==> config.mk <==
export PLATFORM = sky130hd
export DESIGN_NAME = rcsr_top
export DESIGN_NICKNAME = d
export VERILOG_FILES = /design/src/rcsr_pkg.sv /design/src/rcsr_top.sv /design/src/rcsr_dt_edge.sv
export SDC_FILE = /design/constraint.sdc
export NUM_CORES = 1
export LEC_CHECK = 0
export BUFFER_PORTS_ARGS = -buffer_cell sky130_fd_sc_hd__buf_2
export CAP_MARGIN = 25
export CELL_PAD_IN_SITES_DETAIL_PLACEMENT = 1
export CELL_PAD_IN_SITES_GLOBAL_PLACEMENT = 1
export CORE_AREA = 2 2 185 277
export DETAILED_ROUTE_END_ITERATION = 8
export DIE_AREA = 0 0 187 279
export HOLD_SLACK_MARGIN = 0.12
export PLACE_DENSITY = 0.74
export RECOVER_POWER = 25
export REMOVE_ABC_BUFFERS = 1
export SETUP_SLACK_MARGIN = 0.2
export SKIP_CTS_REPAIR_TIMING = 1
export SYNTH_ARGS = -nofsm -noshare
export SYNTH_HDL_FRONTEND = slang
export SYNTH_SLANG_ARGS = --single-unit
==> constraint.sdc <==
create_clock -name CLOCK_I -period 14.6 [get_ports CLOCK_I]
set_input_delay 1.46 -clock CLOCK_I [delete_from_list [all_inputs] [get_ports CLOCK_I]]
set_output_delay 1.46 -clock CLOCK_I [all_outputs]
set_load 0.05 [all_outputs]
==> src/rcsr_pkg.sv <==
`default_nettype none
package rcsr_pkg;

  // Command codes
  localparam logic [7:0] CMD_THERMAL_COEF = 8'hDC;
  localparam logic [7:0] CMD_NONOVERLAP_TIMES = 8'hDD;
  localparam logic [7:0] CMD_NONOVERLAP_ADAPT = 8'hDE;
  localparam logic [7:0] CMD_RAIL_ORDER = 8'hE0;
  localparam logic [7:0] CMD_VOLTAGE_FOLLOW = 8'hE1;

  // Reset values
  localparam logic [7:0] THERMAL_COEF_RST = 8'h2C;
  localparam logic [15:0] NONOVERLAP_TIMES_RST = 16'h1018;
  localparam logic [15:0] NONOVERLAP_ADAPT_RST = 16'h8686;
  localparam logic [15:0] RAIL_ORDER_RST = 16'h0000;
  localparam logic [7:0] VOLTAGE_FOLLOW_RST = 8'h00;

  // Writable bit masks, reserved bits are zero
  localparam logic [15:0] RAIL_ORDER_MASK = 16'h9F9F;
  localparam logic [7:0] VOLTAGE_FOLLOW_MASK = 8'h87;

  // Field positions
  localparam int TC_SRC_BIT = 7;
  localparam int TC_FACTOR_MSB = 6;
  localparam int ADAPT_HL_FREEZE_BIT = 15;
  localparam int ADAPT_HL_MIN_LSB = 8;
  localparam int ADAPT_LH_FREEZE_BIT = 7;
  localparam int ADAPT_LH_MIN_LSB = 0;
  localparam int PRE_EN_BIT = 15;
  localparam int PRE_ID_LSB = 8;
  localparam int SEQ_EN_BIT = 7;
  localparam int SEQ_ID_LSB = 0;
  localparam int FOLLOW_EN_BIT = 7;
  localparam int FOLLOW_HALF_BIT = 2;
  localparam int FOLLOW_LIMIT_BIT = 1;
  localparam int FOLLOW_ALWAYS_BIT = 0;

  // Dead time limits in ns, and current sense scaling
  localparam logic signed [8:0] DT_RANGE_MIN_NS = -9'sd15;
  localparam logic signed [8:0] DT_RANGE_MAX_NS = 9'sd60;
  localparam logic signed [17:0] TC_UNITY = 18'sd10000;
  localparam logic signed [8:0] T_REF_C = 9'sd25;

  typedef struct packed {
    logic signed [7:0] hl;
    logic signed [7:0] lh;
  } rcsr_dt_t;

  typedef struct packed {
    logic en;
    logic half_ratio;
    logic limit_ref;
    logic track_always;
  } rcsr_track_t;

  typedef struct packed {
    logic valid;
    logic pgood;
    logic pdown;
    logic [4:0] id;
  } rcsr_irb_evt_t;

endpackage
`default_nettype wire

==> src/rcsr_top.sv <==
// How it works
// - Correction byte, reset 2Ch, read/write
// - Bit 7 picks temperature source
// - Bits 6:0 factor, 100 ppm steps
// - Sense resistance scales with temperature above 25
// - Dead time word: high byte, low byte signed
// - Positive gap, negative overlap of drives
// - Frozen mode uses programmed once written, bounded by min/max
// - Freezing keeps dead time last in use
// - Dead time reset 1018h, range -15..60 ns
// - Bits 15 and 7 freeze each edge
// - Minimum fields, 2 ns units, adaptive floor
// - Mode register reset 8686h, both frozen
// - Prequel: enable needs request and power-good event
// - Sequel power-down event turns output off
// - Sequencing word field layout
// - Written sequencing word beats strap setting
// - Sequencing word reads back the strap setting after reset
// - Tracking enable bit 7, reset zero
// - Tracking bit 2 picks ratio
// - Tracking bit 1 picks upper limit
// - Tracking bit 0 allows early downward follow
// - Own rail identifier names this rail
`timescale 1ns/1ps
`default_nettype none
module rcsr_top (
  input wire logic CLOCK_I,
  input wire logic ARST_N_I,
  input wire logic [7:0] CMD_CODE_I,
  input wire logic CMD_WR_I,
  input wire logic CMD_RD_I,
  input wire logic CMD_WORD_I,
  input wire logic [15:0] CMD_WDATA_I,
  output logic [15:0] CMD_RDATA_O,
  output logic CMD_ACK_O,
  output logic CMD_NACK_O,
  input wire logic signed [7:0] TEMP_C_I,
  input wire logic [15:0] CURRENT_SENSE_GAIN_I,
  output logic TEMP_SRC_EXT_O,
  output logic signed [33:0] SENSE_RESISTANCE_O,
  input wire logic signed [7:0] ADAPT_HL_NS_I,
  input wire logic signed [7:0] ADAPT_LH_NS_I,
  input wire rcsr_pkg::rcsr_dt_t MAX_NONOVERLAP_LIMIT_I,
  output rcsr_pkg::rcsr_dt_t NONOVERLAP_O,
  input wire logic ENABLE_PIN_I,
  input wire logic PIN_CTRL_I,
  input wire logic CMD_ON_I,
  input wire logic [4:0] RAIL_IDENTIFIER_I,
  input wire rcsr_pkg::rcsr_irb_evt_t INTER_RAIL_BUS_EVT_I,
  input wire logic [15:0] STRAP_ORDER_I,
  output logic RAIL_ENABLE_O,
  output logic SEQUEL_SHUTDOWN_O,
  output rcsr_pkg::rcsr_track_t FOLLOW_REFERENCE_INPUT_O
);

  logic [7:0] tcc_r;
  logic [15:0] times_r;
  logic [15:0] adapt_r;
  logic [15:0] order_r;
  logic order_written_r;
  logic [15:0] strap_r;
  logic strap_taken_r;
  logic [7:0] follow_r;
  logic [15:0] rdata_r;
  logic ack_r;
  logic nack_r;
  logic en_s1_r;
  logic en_s2_r;
  logic en_s3_r;
  logic en_pin_r;
  logic pre_good_r;
  logic pre_good_nxt;
  logic seq_down_r;
  logic seq_down_nxt;
  logic rail_en_r;
  logic signed [33:0] sres_r;
  logic load_prog_r;

  // Command decode
  wire logic hit_tcc = CMD_CODE_I == rcsr_pkg::CMD_THERMAL_COEF;
  wire logic hit_times = CMD_CODE_I == rcsr_pkg::CMD_NONOVERLAP_TIMES;
  wire logic hit_adapt = CMD_CODE_I == rcsr_pkg::CMD_NONOVERLAP_ADAPT;
  wire logic hit_order = CMD_CODE_I == rcsr_pkg::CMD_RAIL_ORDER;
  wire logic hit_follow = CMD_CODE_I == rcsr_pkg::CMD_VOLTAGE_FOLLOW;
  wire logic hit_byte = hit_tcc || hit_follow;
  wire logic hit_word = hit_times || hit_adapt || hit_order;
  // A write of the wrong size is refused rather than half applied
  wire logic size_ok = (hit_byte && !CMD_WORD_I) || (hit_word && CMD_WORD_I);
  wire logic wr_ok = CMD_WR_I && size_ok;
  wire logic rd_ok = CMD_RD_I && !CMD_WR_I && (hit_byte || hit_word);
  wire logic req = CMD_WR_I || CMD_RD_I;

  // Strap sequencing applies until software writes the word
  wire logic [15:0] order_eff = order_written_r ? order_r : strap_r;

  wire logic [15:0] rd_mux =
    hit_tcc ? {8'h00, tcc_r} :
    hit_times ? times_r :
    hit_adapt ? adapt_r :
    hit_order ? (order_eff & rcsr_pkg::RAIL_ORDER_MASK) :
    hit_follow ? {8'h00, follow_r & rcsr_pkg::VOLTAGE_FOLLOW_MASK} :
    16'h0000;

  // Write strobes, one per register; a refused write strobes nothing
  wire logic we_tcc = wr_ok && hit_tcc;
  wire logic we_times = wr_ok && hit_times;
  wire logic we_adapt = wr_ok && hit_adapt;
  wire logic we_order = wr_ok && hit_order;
  wire logic we_follow = wr_ok && hit_follow;

  always_ff @(posedge CLOCK_I or negedge ARST_N_I) begin
    if (!ARST_N_I) begin
      tcc_r <= rcsr_pkg::THERMAL_COEF_RST;
    end else if (we_tcc) begin
      tcc_r <= CMD_WDATA_I[7:0];
    end
  end

  always_ff @(posedge CLOCK_I or negedge ARST_N_I) begin
    if (!ARST_N_I) begin
      times_r <= rcsr_pkg::NONOVERLAP_TIMES_RST;
    end else if (we_times) begin
      times_r <= CMD_WDATA_I;
    end
  end

  always_ff @(posedge CLOCK_I or negedge ARST_N_I) begin
    if (!ARST_N_I) begin
      adapt_r <= rcsr_pkg::NONOVERLAP_ADAPT_RST;
    end else if (we_adapt) begin
      adapt_r <= CMD_WDATA_I;
    end
  end

  always_ff @(posedge CLOCK_I or negedge ARST_N_I) begin
    if (!ARST_N_I) begin
      order_r <= rcsr_pkg::RAIL_ORDER_RST;
      order_written_r <= 1'b0;
    end else if (we_order) begin
      order_r <= CMD_WDATA_I & rcsr_pkg::RAIL_ORDER_MASK;
      order_written_r <= 1'b1;
    end
  end

  always_ff @(posedge CLOCK_I or negedge ARST_N_I) begin
    if (!ARST_N_I) begin
      follow_r <= rcsr_pkg::VOLTAGE_FOLLOW_RST;
    end else if (we_follow) begin
      follow_r <= CMD_WDATA_I[7:0] & rcsr_pkg::VOLTAGE_FOLLOW_MASK;
    end
  end

  always_ff @(posedge CLOCK_I or negedge ARST_N_I) begin
    if (!ARST_N_I) begin
      rdata_r <= 16'h0000;
      ack_r <= 1'b0;
      nack_r <= 1'b0;
    end else begin
      ack_r <= wr_ok || rd_ok;
      nack_r <= req && !(wr_ok || rd_ok);
      if (rd_ok) begin
        rdata_r <= rd_mux;
      end
    end
  end

  // Strap caught on the first edge after reset release
  always_ff @(posedge CLOCK_I or negedge ARST_N_I) begin
    if (!ARST_N_I) begin
      strap_r <= 16'h0000;
      strap_taken_r <= 1'b0;
    end else if (!strap_taken_r) begin
      strap_r <= STRAP_ORDER_I;
      strap_taken_r <= 1'b1;
    end
  end

  // Temperature correction: result in units of gain / 10000
  wire logic [6:0] tc_factor = tcc_r[rcsr_pkg::TC_FACTOR_MSB:0];
  wire logic signed [8:0] temp_delta = {TEMP_C_I[7], TEMP_C_I} - rcsr_pkg::T_REF_C;
  wire logic signed [17:0] tc_prod = 18'($signed({1'b0, tc_factor}) * temp_delta);
  wire logic signed [17:0] tc_scale = rcsr_pkg::TC_UNITY + tc_prod;
  wire logic signed [33:0] sres_nxt =
    34'($signed({1'b0, CURRENT_SENSE_GAIN_I}) * tc_scale);

  always_ff @(posedge CLOCK_I or negedge ARST_N_I) begin
    if (!ARST_N_I) begin
      sres_r <= 34'sh0;
    end else begin
      sres_r <= sres_nxt;
    end
  end

  assign TEMP_SRC_EXT_O = tcc_r[rcsr_pkg::TC_SRC_BIT];
  assign SENSE_RESISTANCE_O = sres_r;

  // Dead time, one channel per switching edge; sign carries gap or overlap
  // Reload one edge after the write, once the register already holds the new word
  always_ff @(posedge CLOCK_I or negedge ARST_N_I) begin
    if (!ARST_N_I) begin
      load_prog_r <= 1'b0;
    end else begin
      load_prog_r <= we_times;
    end
  end

  rcsr_dt_edge #(
    .RST_NS(rcsr_pkg::NONOVERLAP_TIMES_RST[15:8])
  ) u_dt_hl (
    .clk_i(CLOCK_I),
    .rst_n_i(ARST_N_I),
    .freeze_i(adapt_r[rcsr_pkg::ADAPT_HL_FREEZE_BIT]),
    .load_i(load_prog_r),
    .prog_i(times_r[15:8]),
    .min_field_i(adapt_r[rcsr_pkg::ADAPT_HL_MIN_LSB +: 7]),
    .max_i(MAX_NONOVERLAP_LIMIT_I.hl),
    .adapt_i(ADAPT_HL_NS_I),
    .dt_o(NONOVERLAP_O.hl)
  );

  rcsr_dt_edge #(
    .RST_NS(rcsr_pkg::NONOVERLAP_TIMES_RST[7:0])
  ) u_dt_lh (
    .clk_i(CLOCK_I),
    .rst_n_i(ARST_N_I),
    .freeze_i(adapt_r[rcsr_pkg::ADAPT_LH_FREEZE_BIT]),
    .load_i(load_prog_r),
    .prog_i(times_r[7:0]),
    .min_field_i(adapt_r[rcsr_pkg::ADAPT_LH_MIN_LSB +: 7]),
    .max_i(MAX_NONOVERLAP_LIMIT_I.lh),
    .adapt_i(ADAPT_LH_NS_I),
    .dt_o(NONOVERLAP_O.lh)
  );

  // Enable pin: three stages, level taken once the last two agree
  always_ff @(posedge CLOCK_I or negedge ARST_N_I) begin
    if (!ARST_N_I) begin
      en_s1_r <= 1'b0;
      en_s2_r <= 1'b0;
      en_s3_r <= 1'b0;
      en_pin_r <= 1'b0;
    end else begin
      en_s1_r <= ENABLE_PIN_I;
      en_s2_r <= en_s1_r;
      en_s3_r <= en_s2_r;
      if (en_s2_r == en_s3_r) begin
        en_pin_r <= en_s3_r;
      end
    end
  end

  wire logic en_state = PIN_CTRL_I ? en_pin_r : CMD_ON_I;

  // Sequencing fields
  wire logic pre_en = order_eff[rcsr_pkg::PRE_EN_BIT];
  wire logic [4:0] pre_id = order_eff[rcsr_pkg::PRE_ID_LSB +: 5];
  wire logic seq_en = order_eff[rcsr_pkg::SEQ_EN_BIT];
  wire logic [4:0] seq_id = order_eff[rcsr_pkg::SEQ_ID_LSB +: 5];

  // Own broadcasts are never taken as a neighbour's events
  wire logic evt_foreign = INTER_RAIL_BUS_EVT_I.valid &&
                           (INTER_RAIL_BUS_EVT_I.id != RAIL_IDENTIFIER_I);
  wire logic pre_match = evt_foreign && (INTER_RAIL_BUS_EVT_I.id == pre_id);
  wire logic seq_match = evt_foreign && (INTER_RAIL_BUS_EVT_I.id == seq_id);

  // Set wins when both arrive together
  function automatic logic flag_upd(input logic hit, input logic set, input logic clr,
                                    input logic cur);
    if (hit && set) begin
      flag_upd = 1'b1;
    end else if (hit && clr) begin
      flag_upd = 1'b0;
    end else begin
      flag_upd = cur;
    end
  endfunction

  assign pre_good_nxt = flag_upd(pre_match, INTER_RAIL_BUS_EVT_I.pgood,
                                 INTER_RAIL_BUS_EVT_I.pdown, pre_good_r);
  assign seq_down_nxt = flag_upd(seq_match, INTER_RAIL_BUS_EVT_I.pdown,
                                 INTER_RAIL_BUS_EVT_I.pgood, seq_down_r);

  wire logic shut_req = seq_en && seq_down_r;
  wire logic rail_en_nxt = en_state && (!pre_en || pre_good_r) && !shut_req;

  always_ff @(posedge CLOCK_I or negedge ARST_N_I) begin
    if (!ARST_N_I) begin
      pre_good_r <= 1'b0;
      seq_down_r <= 1'b0;
      rail_en_r <= 1'b0;
    end else begin
      pre_good_r <= pre_good_nxt;
      seq_down_r <= seq_down_nxt;
      rail_en_r <= rail_en_nxt;
    end
  end

  assign RAIL_ENABLE_O = rail_en_r;
  assign SEQUEL_SHUTDOWN_O = shut_req;

  // Tracking controls straight from the stored byte
  assign FOLLOW_REFERENCE_INPUT_O.en = follow_r[rcsr_pkg::FOLLOW_EN_BIT];
  assign FOLLOW_REFERENCE_INPUT_O.half_ratio = follow_r[rcsr_pkg::FOLLOW_HALF_BIT];
  assign FOLLOW_REFERENCE_INPUT_O.limit_ref = follow_r[rcsr_pkg::FOLLOW_LIMIT_BIT];
  assign FOLLOW_REFERENCE_INPUT_O.track_always = follow_r[rcsr_pkg::FOLLOW_ALWAYS_BIT];

  assign CMD_RDATA_O = rdata_r;
  assign CMD_ACK_O = ack_r;
  assign CMD_NACK_O = nack_r;

endmodule
`default_nettype wire

==> src/rcsr_dt_edge.sv <==
`timescale 1ns/1ps
`default_nettype none
module rcsr_dt_edge #(
  parameter logic signed [7:0] RST_NS = 8'sh10
) (
  input wire logic clk_i,
  input wire logic rst_n_i,
  input wire logic freeze_i,
  input wire logic load_i,
  input wire logic signed [7:0] prog_i,
  input wire logic [6:0] min_field_i,
  input wire logic signed [7:0] max_i,
  input wire logic signed [7:0] adapt_i,
  output logic signed [7:0] dt_o
);

  logic signed [7:0] dt_r;
  logic signed [7:0] dt_nxt;

  // Upper bound last, so the result always fits the signed byte
  function automatic logic signed [7:0] dt_limit(input logic signed [7:0] v,
                                                input logic [6:0] min_f,
                                                input logic signed [7:0] max_v);
    logic signed [8:0] w;
    logic signed [8:0] lo;
    logic signed [8:0] hi;
    w = {v[7], v};
    lo = $signed({1'b0, min_f[6:0], 1'b0}) > rcsr_pkg::DT_RANGE_MIN_NS ?
         $signed({1'b0, min_f[6:0], 1'b0}) : rcsr_pkg::DT_RANGE_MIN_NS;
    hi = $signed({max_v[7], max_v}) < rcsr_pkg::DT_RANGE_MAX_NS ?
         $signed({max_v[7], max_v}) : rcsr_pkg::DT_RANGE_MAX_NS;
    if (w < lo) begin
      w = lo;
    end
    if (w > hi) begin
      w = hi;
    end
    dt_limit = w[7:0];
  endfunction

  wire logic signed [7:0] adapt_lim = dt_limit(adapt_i, min_field_i, max_i);
  wire logic signed [7:0] prog_lim = dt_limit(prog_i, min_field_i, max_i);

  // Freezing keeps the value last in use; only a new program reloads it
  assign dt_nxt = !freeze_i ? adapt_lim : (load_i ? prog_lim : dt_r);

  always_ff @(posedge clk_i or negedge rst_n_i) begin
    if (!rst_n_i) begin
      dt_r <= RST_NS;
    end else begin
      dt_r <= dt_nxt;
    end
  end

  assign dt_o = dt_r;

endmodule
`default_nettype wire

Word level (Yosys, flattened, before mapping)
Cells that the tools add are included.
{ "op_classes": {"add_sub_neg": 2, "n_mul": 2, "div_mod_pow": 0, "n_lt_le_gt_ge": 12, "n_eq_ne": 11, "n_shift": 0, "muxes": 27, "bitwise_logic": 0, "reduce_logical": 36} }
{ "ops": {"columns": ["cell", "count"], "rows": [
  ["$mux W16", 5],
  ["$mux W8", 9],
  ["$mux W9", 8],
  ["$eq A8 B8 Y1 const B", 5],
  ["$gt A9 B9 Y1", 4],
  ["$lt A8 B9 Y1", 4],
  ["$mul A17 B18 Y34", 1],
  ["$logic_and A1 B1 Y1", 21],
  ["$add A15 B17 Y18 const A", 1],
  ["$gt A9 B5 Y1 const B", 2],
  ["$mul A8 B9 Y17", 1],
  ["$lt A8 B7 Y1 const B", 2],
  ["$eq A5 B5 Y1", 2],
  ["$sub A8 B6 Y9 const B", 1],
  ["$logic_or A1 B1 Y1", 8],
  ["$logic_not A1 Y1", 5],
  ["$mux W1", 5],
  ["$ne A5 B5 Y1", 1],
  ["$ne A2 B1 Y1 const B", 2],
  ["$reduce_bool A2 Y1", 2],
  ["$eq A1 B1 Y1", 1]
]} }
{ "totals": {"register_bits": 150, "latchBits": 0, "mem_bits_rw": 0, "rom_bits": 0, "in_bits": 117, "n_memories": 0} }

Logic depth before layout (Yosys ltp)
{ "logic_depth": {"ltp_word": 9, "ltp_mapped": 46} }

Hierarchy
From an unflattened synthesis, not the netlist that was laid out.
{ "hier_totals": {"cells_unflattened": 2369, "area_unflattened_um2": 22356.4} }
{ "by_module_without_submodules": {"columns": ["mod", "instances", "cells_per_inst", "area_per_inst_um2"], "rows": [
  ["rcsr_top", 1, 1961, 19084.6],
  ["rcsr_dt_edge at u_dt_lh", 1, 204, 1636.6],
  ["rcsr_dt_edge at u_dt_hl", 1, 204, 1635.3]
]} }

Worst setup path after synthesis
OpenSTA, ideal clock, no wires.
{ "synth_timing": {"path_kind": "input to register", "start": "input TEMP_C_I[0]", "end": "register sres_r[33], in the netlist SENSE_RESISTANCE_O[33]", "setup_ns": 0.125, "arrival_ns": 11.862, "required_ns": 14.475, "path_slack_ns": 2.612, "cell_stages": 45, "path_cell_list": "inv_1 > ha_1 > nand2b_1 > a31oi_1 > nor2b_1 > or2_2 > clkbuf_1 > and2_1 > inv_1 > fa_1 > inv_1 > fa_1 > fa_1 > inv_1 > fa_1 > inv_1 > ha_1 > a21oi_1 > (+9 left out) > fa_1 > clkbuf_1 > xor2_1 > xnor2_1 > fa_1 > fa_1 > inv_1 > fa_1 > inv_1 > ha_1 > nand4_1 > nor2_1 > nand3_1 > a2111oi_0 > nor3_1 > o31ai_1 > a21oi_1 > xnor2_1"} }
{ "synth_between": {"elab_chain_cells": 4} }
{ "synth_rtl": {"columns": ["item", "line_no", "rtl"], "rows": [
  ["start, declared", "rcsr_top.sv:37", "input wire logic signed [7:0] TEMP_C_I,"],
  ["$sub A8 B6 Y9", "rcsr_top.sv:180", "wire logic signed [8:0] temp_delta = {TEMP_C_I[7], TEMP_C_I} - rcsr_pkg::T_REF_C;"],
  ["$mul A8 B9 Y17", "rcsr_top.sv:181", "wire logic signed [17:0] tc_prod = 18'($signed({1'b0, tc_factor}) * temp_delta);"],
  ["$add A15 B17 Y18", "rcsr_top.sv:182", "wire logic signed [17:0] tc_scale = rcsr_pkg::TC_UNITY + tc_prod;"],
  ["$mul A17 B18 Y34", "rcsr_top.sv:184", "34'($signed({1'b0, CURRENT_SENSE_GAIN_I}) * tc_scale);"],
  ["net sres_nxt[33]", "rcsr_top.sv:183", "wire logic signed [33:0] sres_nxt ="],
  ["end signal, assigned", "rcsr_top.sv:190", "sres_r <= sres_nxt;"],
  ["end, declared", "rcsr_top.sv:76", "logic signed [33:0] sres_r;"]
]} }
The timed path passes the listed nets, and every way through them passes these cells.
A chain may end at the register's enable or synchronous reset.

Final worst setup path
Same ends and word-level chain as after synthesis.

==> run_results.csv <==
group,metric,value,unit
status,status,"finished, violations left",
status,violations,"max-capacitance violations, max-slew violations",
clock_tree,cts-root-buf,"clkbuf_16",
routing,drt_iter0_markers,450,
hold_path,hp-class,"reg -> reg",
floorplanning,core_area,49700,sq um
clock_tree,cts_buffer_depth,2,
global_route,grt_usage,24.7,%
setup_path,end_kind,"register",
routing,vias_per_cell,5.27,
final_layout,fin_cells,3158,
timing,finalSetupTns,0,ns
logic_synthesis,ys_seq_area_share,16.6,%
routing,drc,0,
logic_synthesis,ys_types,75,
setup_path,crit_required,14.95,ns
clock_tree,worstSkewPairLatency,0.47,ns
final_layout,finalNetCount,3126,
global_route,grt_pass1_vias,19600,
final_layout,final_common_cell,"inv_1",
routing,drt_wl_total,60.8,mm
logic_synthesis,yosysWarnings,0,
clock_tree,cts_sinks,146,
setup_path,path_depth,43,
placement,post-place-cells,3123,
floorplanning,fp.dieW,187,um
logic_synthesis,syn_inst,2333,
timing,finalCritPeriodShare,88.9,%
timing,layout_min_cycle_time,12.98,ns
timing,max_freq,0.0770,GHz
placement,hpwl,50.5,mm
setup_path,max_stage_delay,0.84,ns
logic_synthesis,synth-seq-cells,146,
final_layout,area_growth,10.0,%
hold_path,hold_depth,0,
logic_synthesis,synth-edff-count,0,
run,maxCapViolations,1,
timing,setup_viol,0,
clock_tree,numCtsBuffers,17,
global_route,antenna_found_initial,2,
power,p_per_area,80.3,nW/um^2
routing,wl_per_cell,19.3,um
floorplanning,start_util,44.6,%
timing,rsz0062_at_grt,"false",
logic_synthesis,synthFlopType,"dfrtp_1",
setup_path,crit_buf_inv,11,
timing,drv_slew,78,
floorplanning,die_y,279,um
floorplanning,ios,192,
final_layout,drive_above_1_share,15.2,%
timing,max_slew.worst_pin.slew,4.46,ns
logic_synthesis,syn_area,22200,sq um
setup_path,cp_max_fo,24,
timing,maxSlewHeadroom,-197,%
routing,dr_total_vias,16600,
setup_path,crit_arrival,13.34,ns
logic_synthesis,syn_avg_cell_area,9.50,sq um
routing,first_pass_iters,4,
global_route,grt_first_pass_wirelength,102,mm
setup_path,crit_type,"in -> reg",
placement,place_congestion,0.885,
power,vdd_drop_max,0.127,mV
clock_tree,cts-htree-levels,4,
global_route,grt_max_degree,78,
final_layout,nFillCells,5743,
clock_tree,clk_pin_slew,0.08,ns
setup_path,crit_top_cell,"fa_1",
logic_synthesis,async_reset_ff_share,100,%
global_route,grt-ovfl-total,0,
power,power_leakage,12.5,nW
timing,hold_viol_final,0,
final_layout,final_cell_mix,"inv_1 (483), fa_1 (335), nand2_1 (234)",
setup_path,reg2regPathDepth,39,
setup_path,critPathSlowestCell,"fa_1",
floorplanning,rows,100,
setup_path,crit_family,"adder cells",
setup_path,crit_path_start_kind,"input pin",
floorplanning,dieArea,52200,sq um
placement,io_buffers,187,
routing,ant_nets,0,
clock_tree,cts_tree,"done",
timing,final.setup_skew,0.0119,ns
layout make-up:
cell class	instances	area, sq um	area share [%]
clock buffer	17	425	1.74
timing repair buffer	206	1070	4.40
sequential	146	3670	15.1
clock inverter	15	163	0.667
inverter	483	1810	7.43
multi-input combinational	1627	16400	67.3
antenna	1	2.50	0.0103
tap	663	830	3.40
layer usage:
metal,part of all wire (%),track usage (%)
met1,38,27.2
met2,58,49.0
met3,2.4,2.26
met4,2.3,8.10
met5,0.018,0
path summary, 6_finish.rpt:
check,startpoint,endpoint,slack [ns]
worst min-delay path,en_s1_r$_DFF_PN0_,en_s2_r$_DFF_PN0_,0.35
worst max register to register,tcc_r[2]$_DFFE_PN1P_,SENSE_RESISTANCE_O[33]$_DFF_PN0_,3.19
min in group asynchronous,ARST_N_I,u_dt_hl.dt_o[6]$_DFFE_PN0P_,2.56
worst max-delay path,TEMP_C_I[0],SENSE_RESISTANCE_O[33]$_DFF_PN0_,1.62
worst min register to register,en_s1_r$_DFF_PN0_,en_s2_r$_DFF_PN0_,0.35
max in group asynchronous,ARST_N_I,u_dt_lh.dt_o[7]$_DFFE_PN0P_,9.33
where the power goes:
part,switching (mW),total [mW],internal (mW)
Combinational,0.650,1.01,0.360
Clock,0.226,0.469,0.244
Sequential,0.0204,0.479,0.459
Total,0.896,1.96,1.06
cell usage after synthesis, types with 15 or more instances:
cell type    n  area share (%)
a211oi_1    17            0.58
xnor2_1     63             2.5
a21oi_1     53             1.2
fa_1       335              30
o21a_1      26            0.88
mux2i_1     23             1.0
nor3_1      15            0.34
nor2b_1     44             1.2
mux2_2      96             4.9
inv_1      483             8.2
nand4_1     18            0.51
and2_1     157             4.4
nor2_1      66             1.1
nand2b_1    27            0.76
dfrtp_1    131              15
ha_1       193              11
dfstp_2     15             1.8
clkbuf_1    59             1.0
xor2_1      34             1.3
o21ai_0     53             1.2
nand2_1    234             4.0
worst reg2reg max path, delay by kind of cell (launching register included):
kind / cells / cell delay [ns]
adder cells (fa/ha/maj): 11 / 5.73
AO/OA/AOI/OAI: 9 / 2.11
buffers and inverters: 9 / 1.11
AND/OR/NAND/NOR: 6 / 0.98
flip-flops: 1 / 0.76
XOR/XNOR: 4 / 0.61
cells by family (layout without fill, tap and decap cells):
group	Yosys count	count (layout)	share of synthesized area [%]
AO/OA/AOI/OAI	268	268	8.44
XOR/XNOR	97	97	3.83
other	1	2	0.0169
buffers and inverters	560	721	9.56
adder cells (fa/ha/maj)	530	530	41.2
multiplexers	130	130	6.61
AND/OR/NAND/NOR	601	601	13.8
flip-flops	146	146	16.6
metrics by stage:
| stage | setup slack [ns] | hold slack, ns | area [sq um] | util, % | total power, mW |
|---|---|---|---|---|---|
| 3_3_place_gp | 1.31 | 0.338 | 23800 | 47.9 | 1.47 |
| 5_1_grt | 0.872 | 0.362 | 24400 | 49.1 | 2.10 |
| 2_1_floorplan | 2.39 | 0.331 | 21900 | - | 1.21 |
| 4_1_cts | 1.57 | 0.352 | 24400 | 49.1 | 1.98 |
| 3_5_place_dp | 1.14 | 0.336 | 23800 | 47.9 | 1.49 |
| 6_report | 1.62 | 0.349 | 24400 | 49.1 | 1.96 |
flip-flops by register name, indices dropped and copies added (netlist names), 4 cells and up:
signal              flops
follow_r                4
tcc_r                   8
u_dt_lh.dt_o            8
order_r                12
CMD_RDATA_O            16
strap_r                12
u_dt_hl.dt_o            8
times_r                16
SENSE_RESISTANCE_O     34
adapt_r                16
Note: power is estimated with default switching activity, not from simulation.
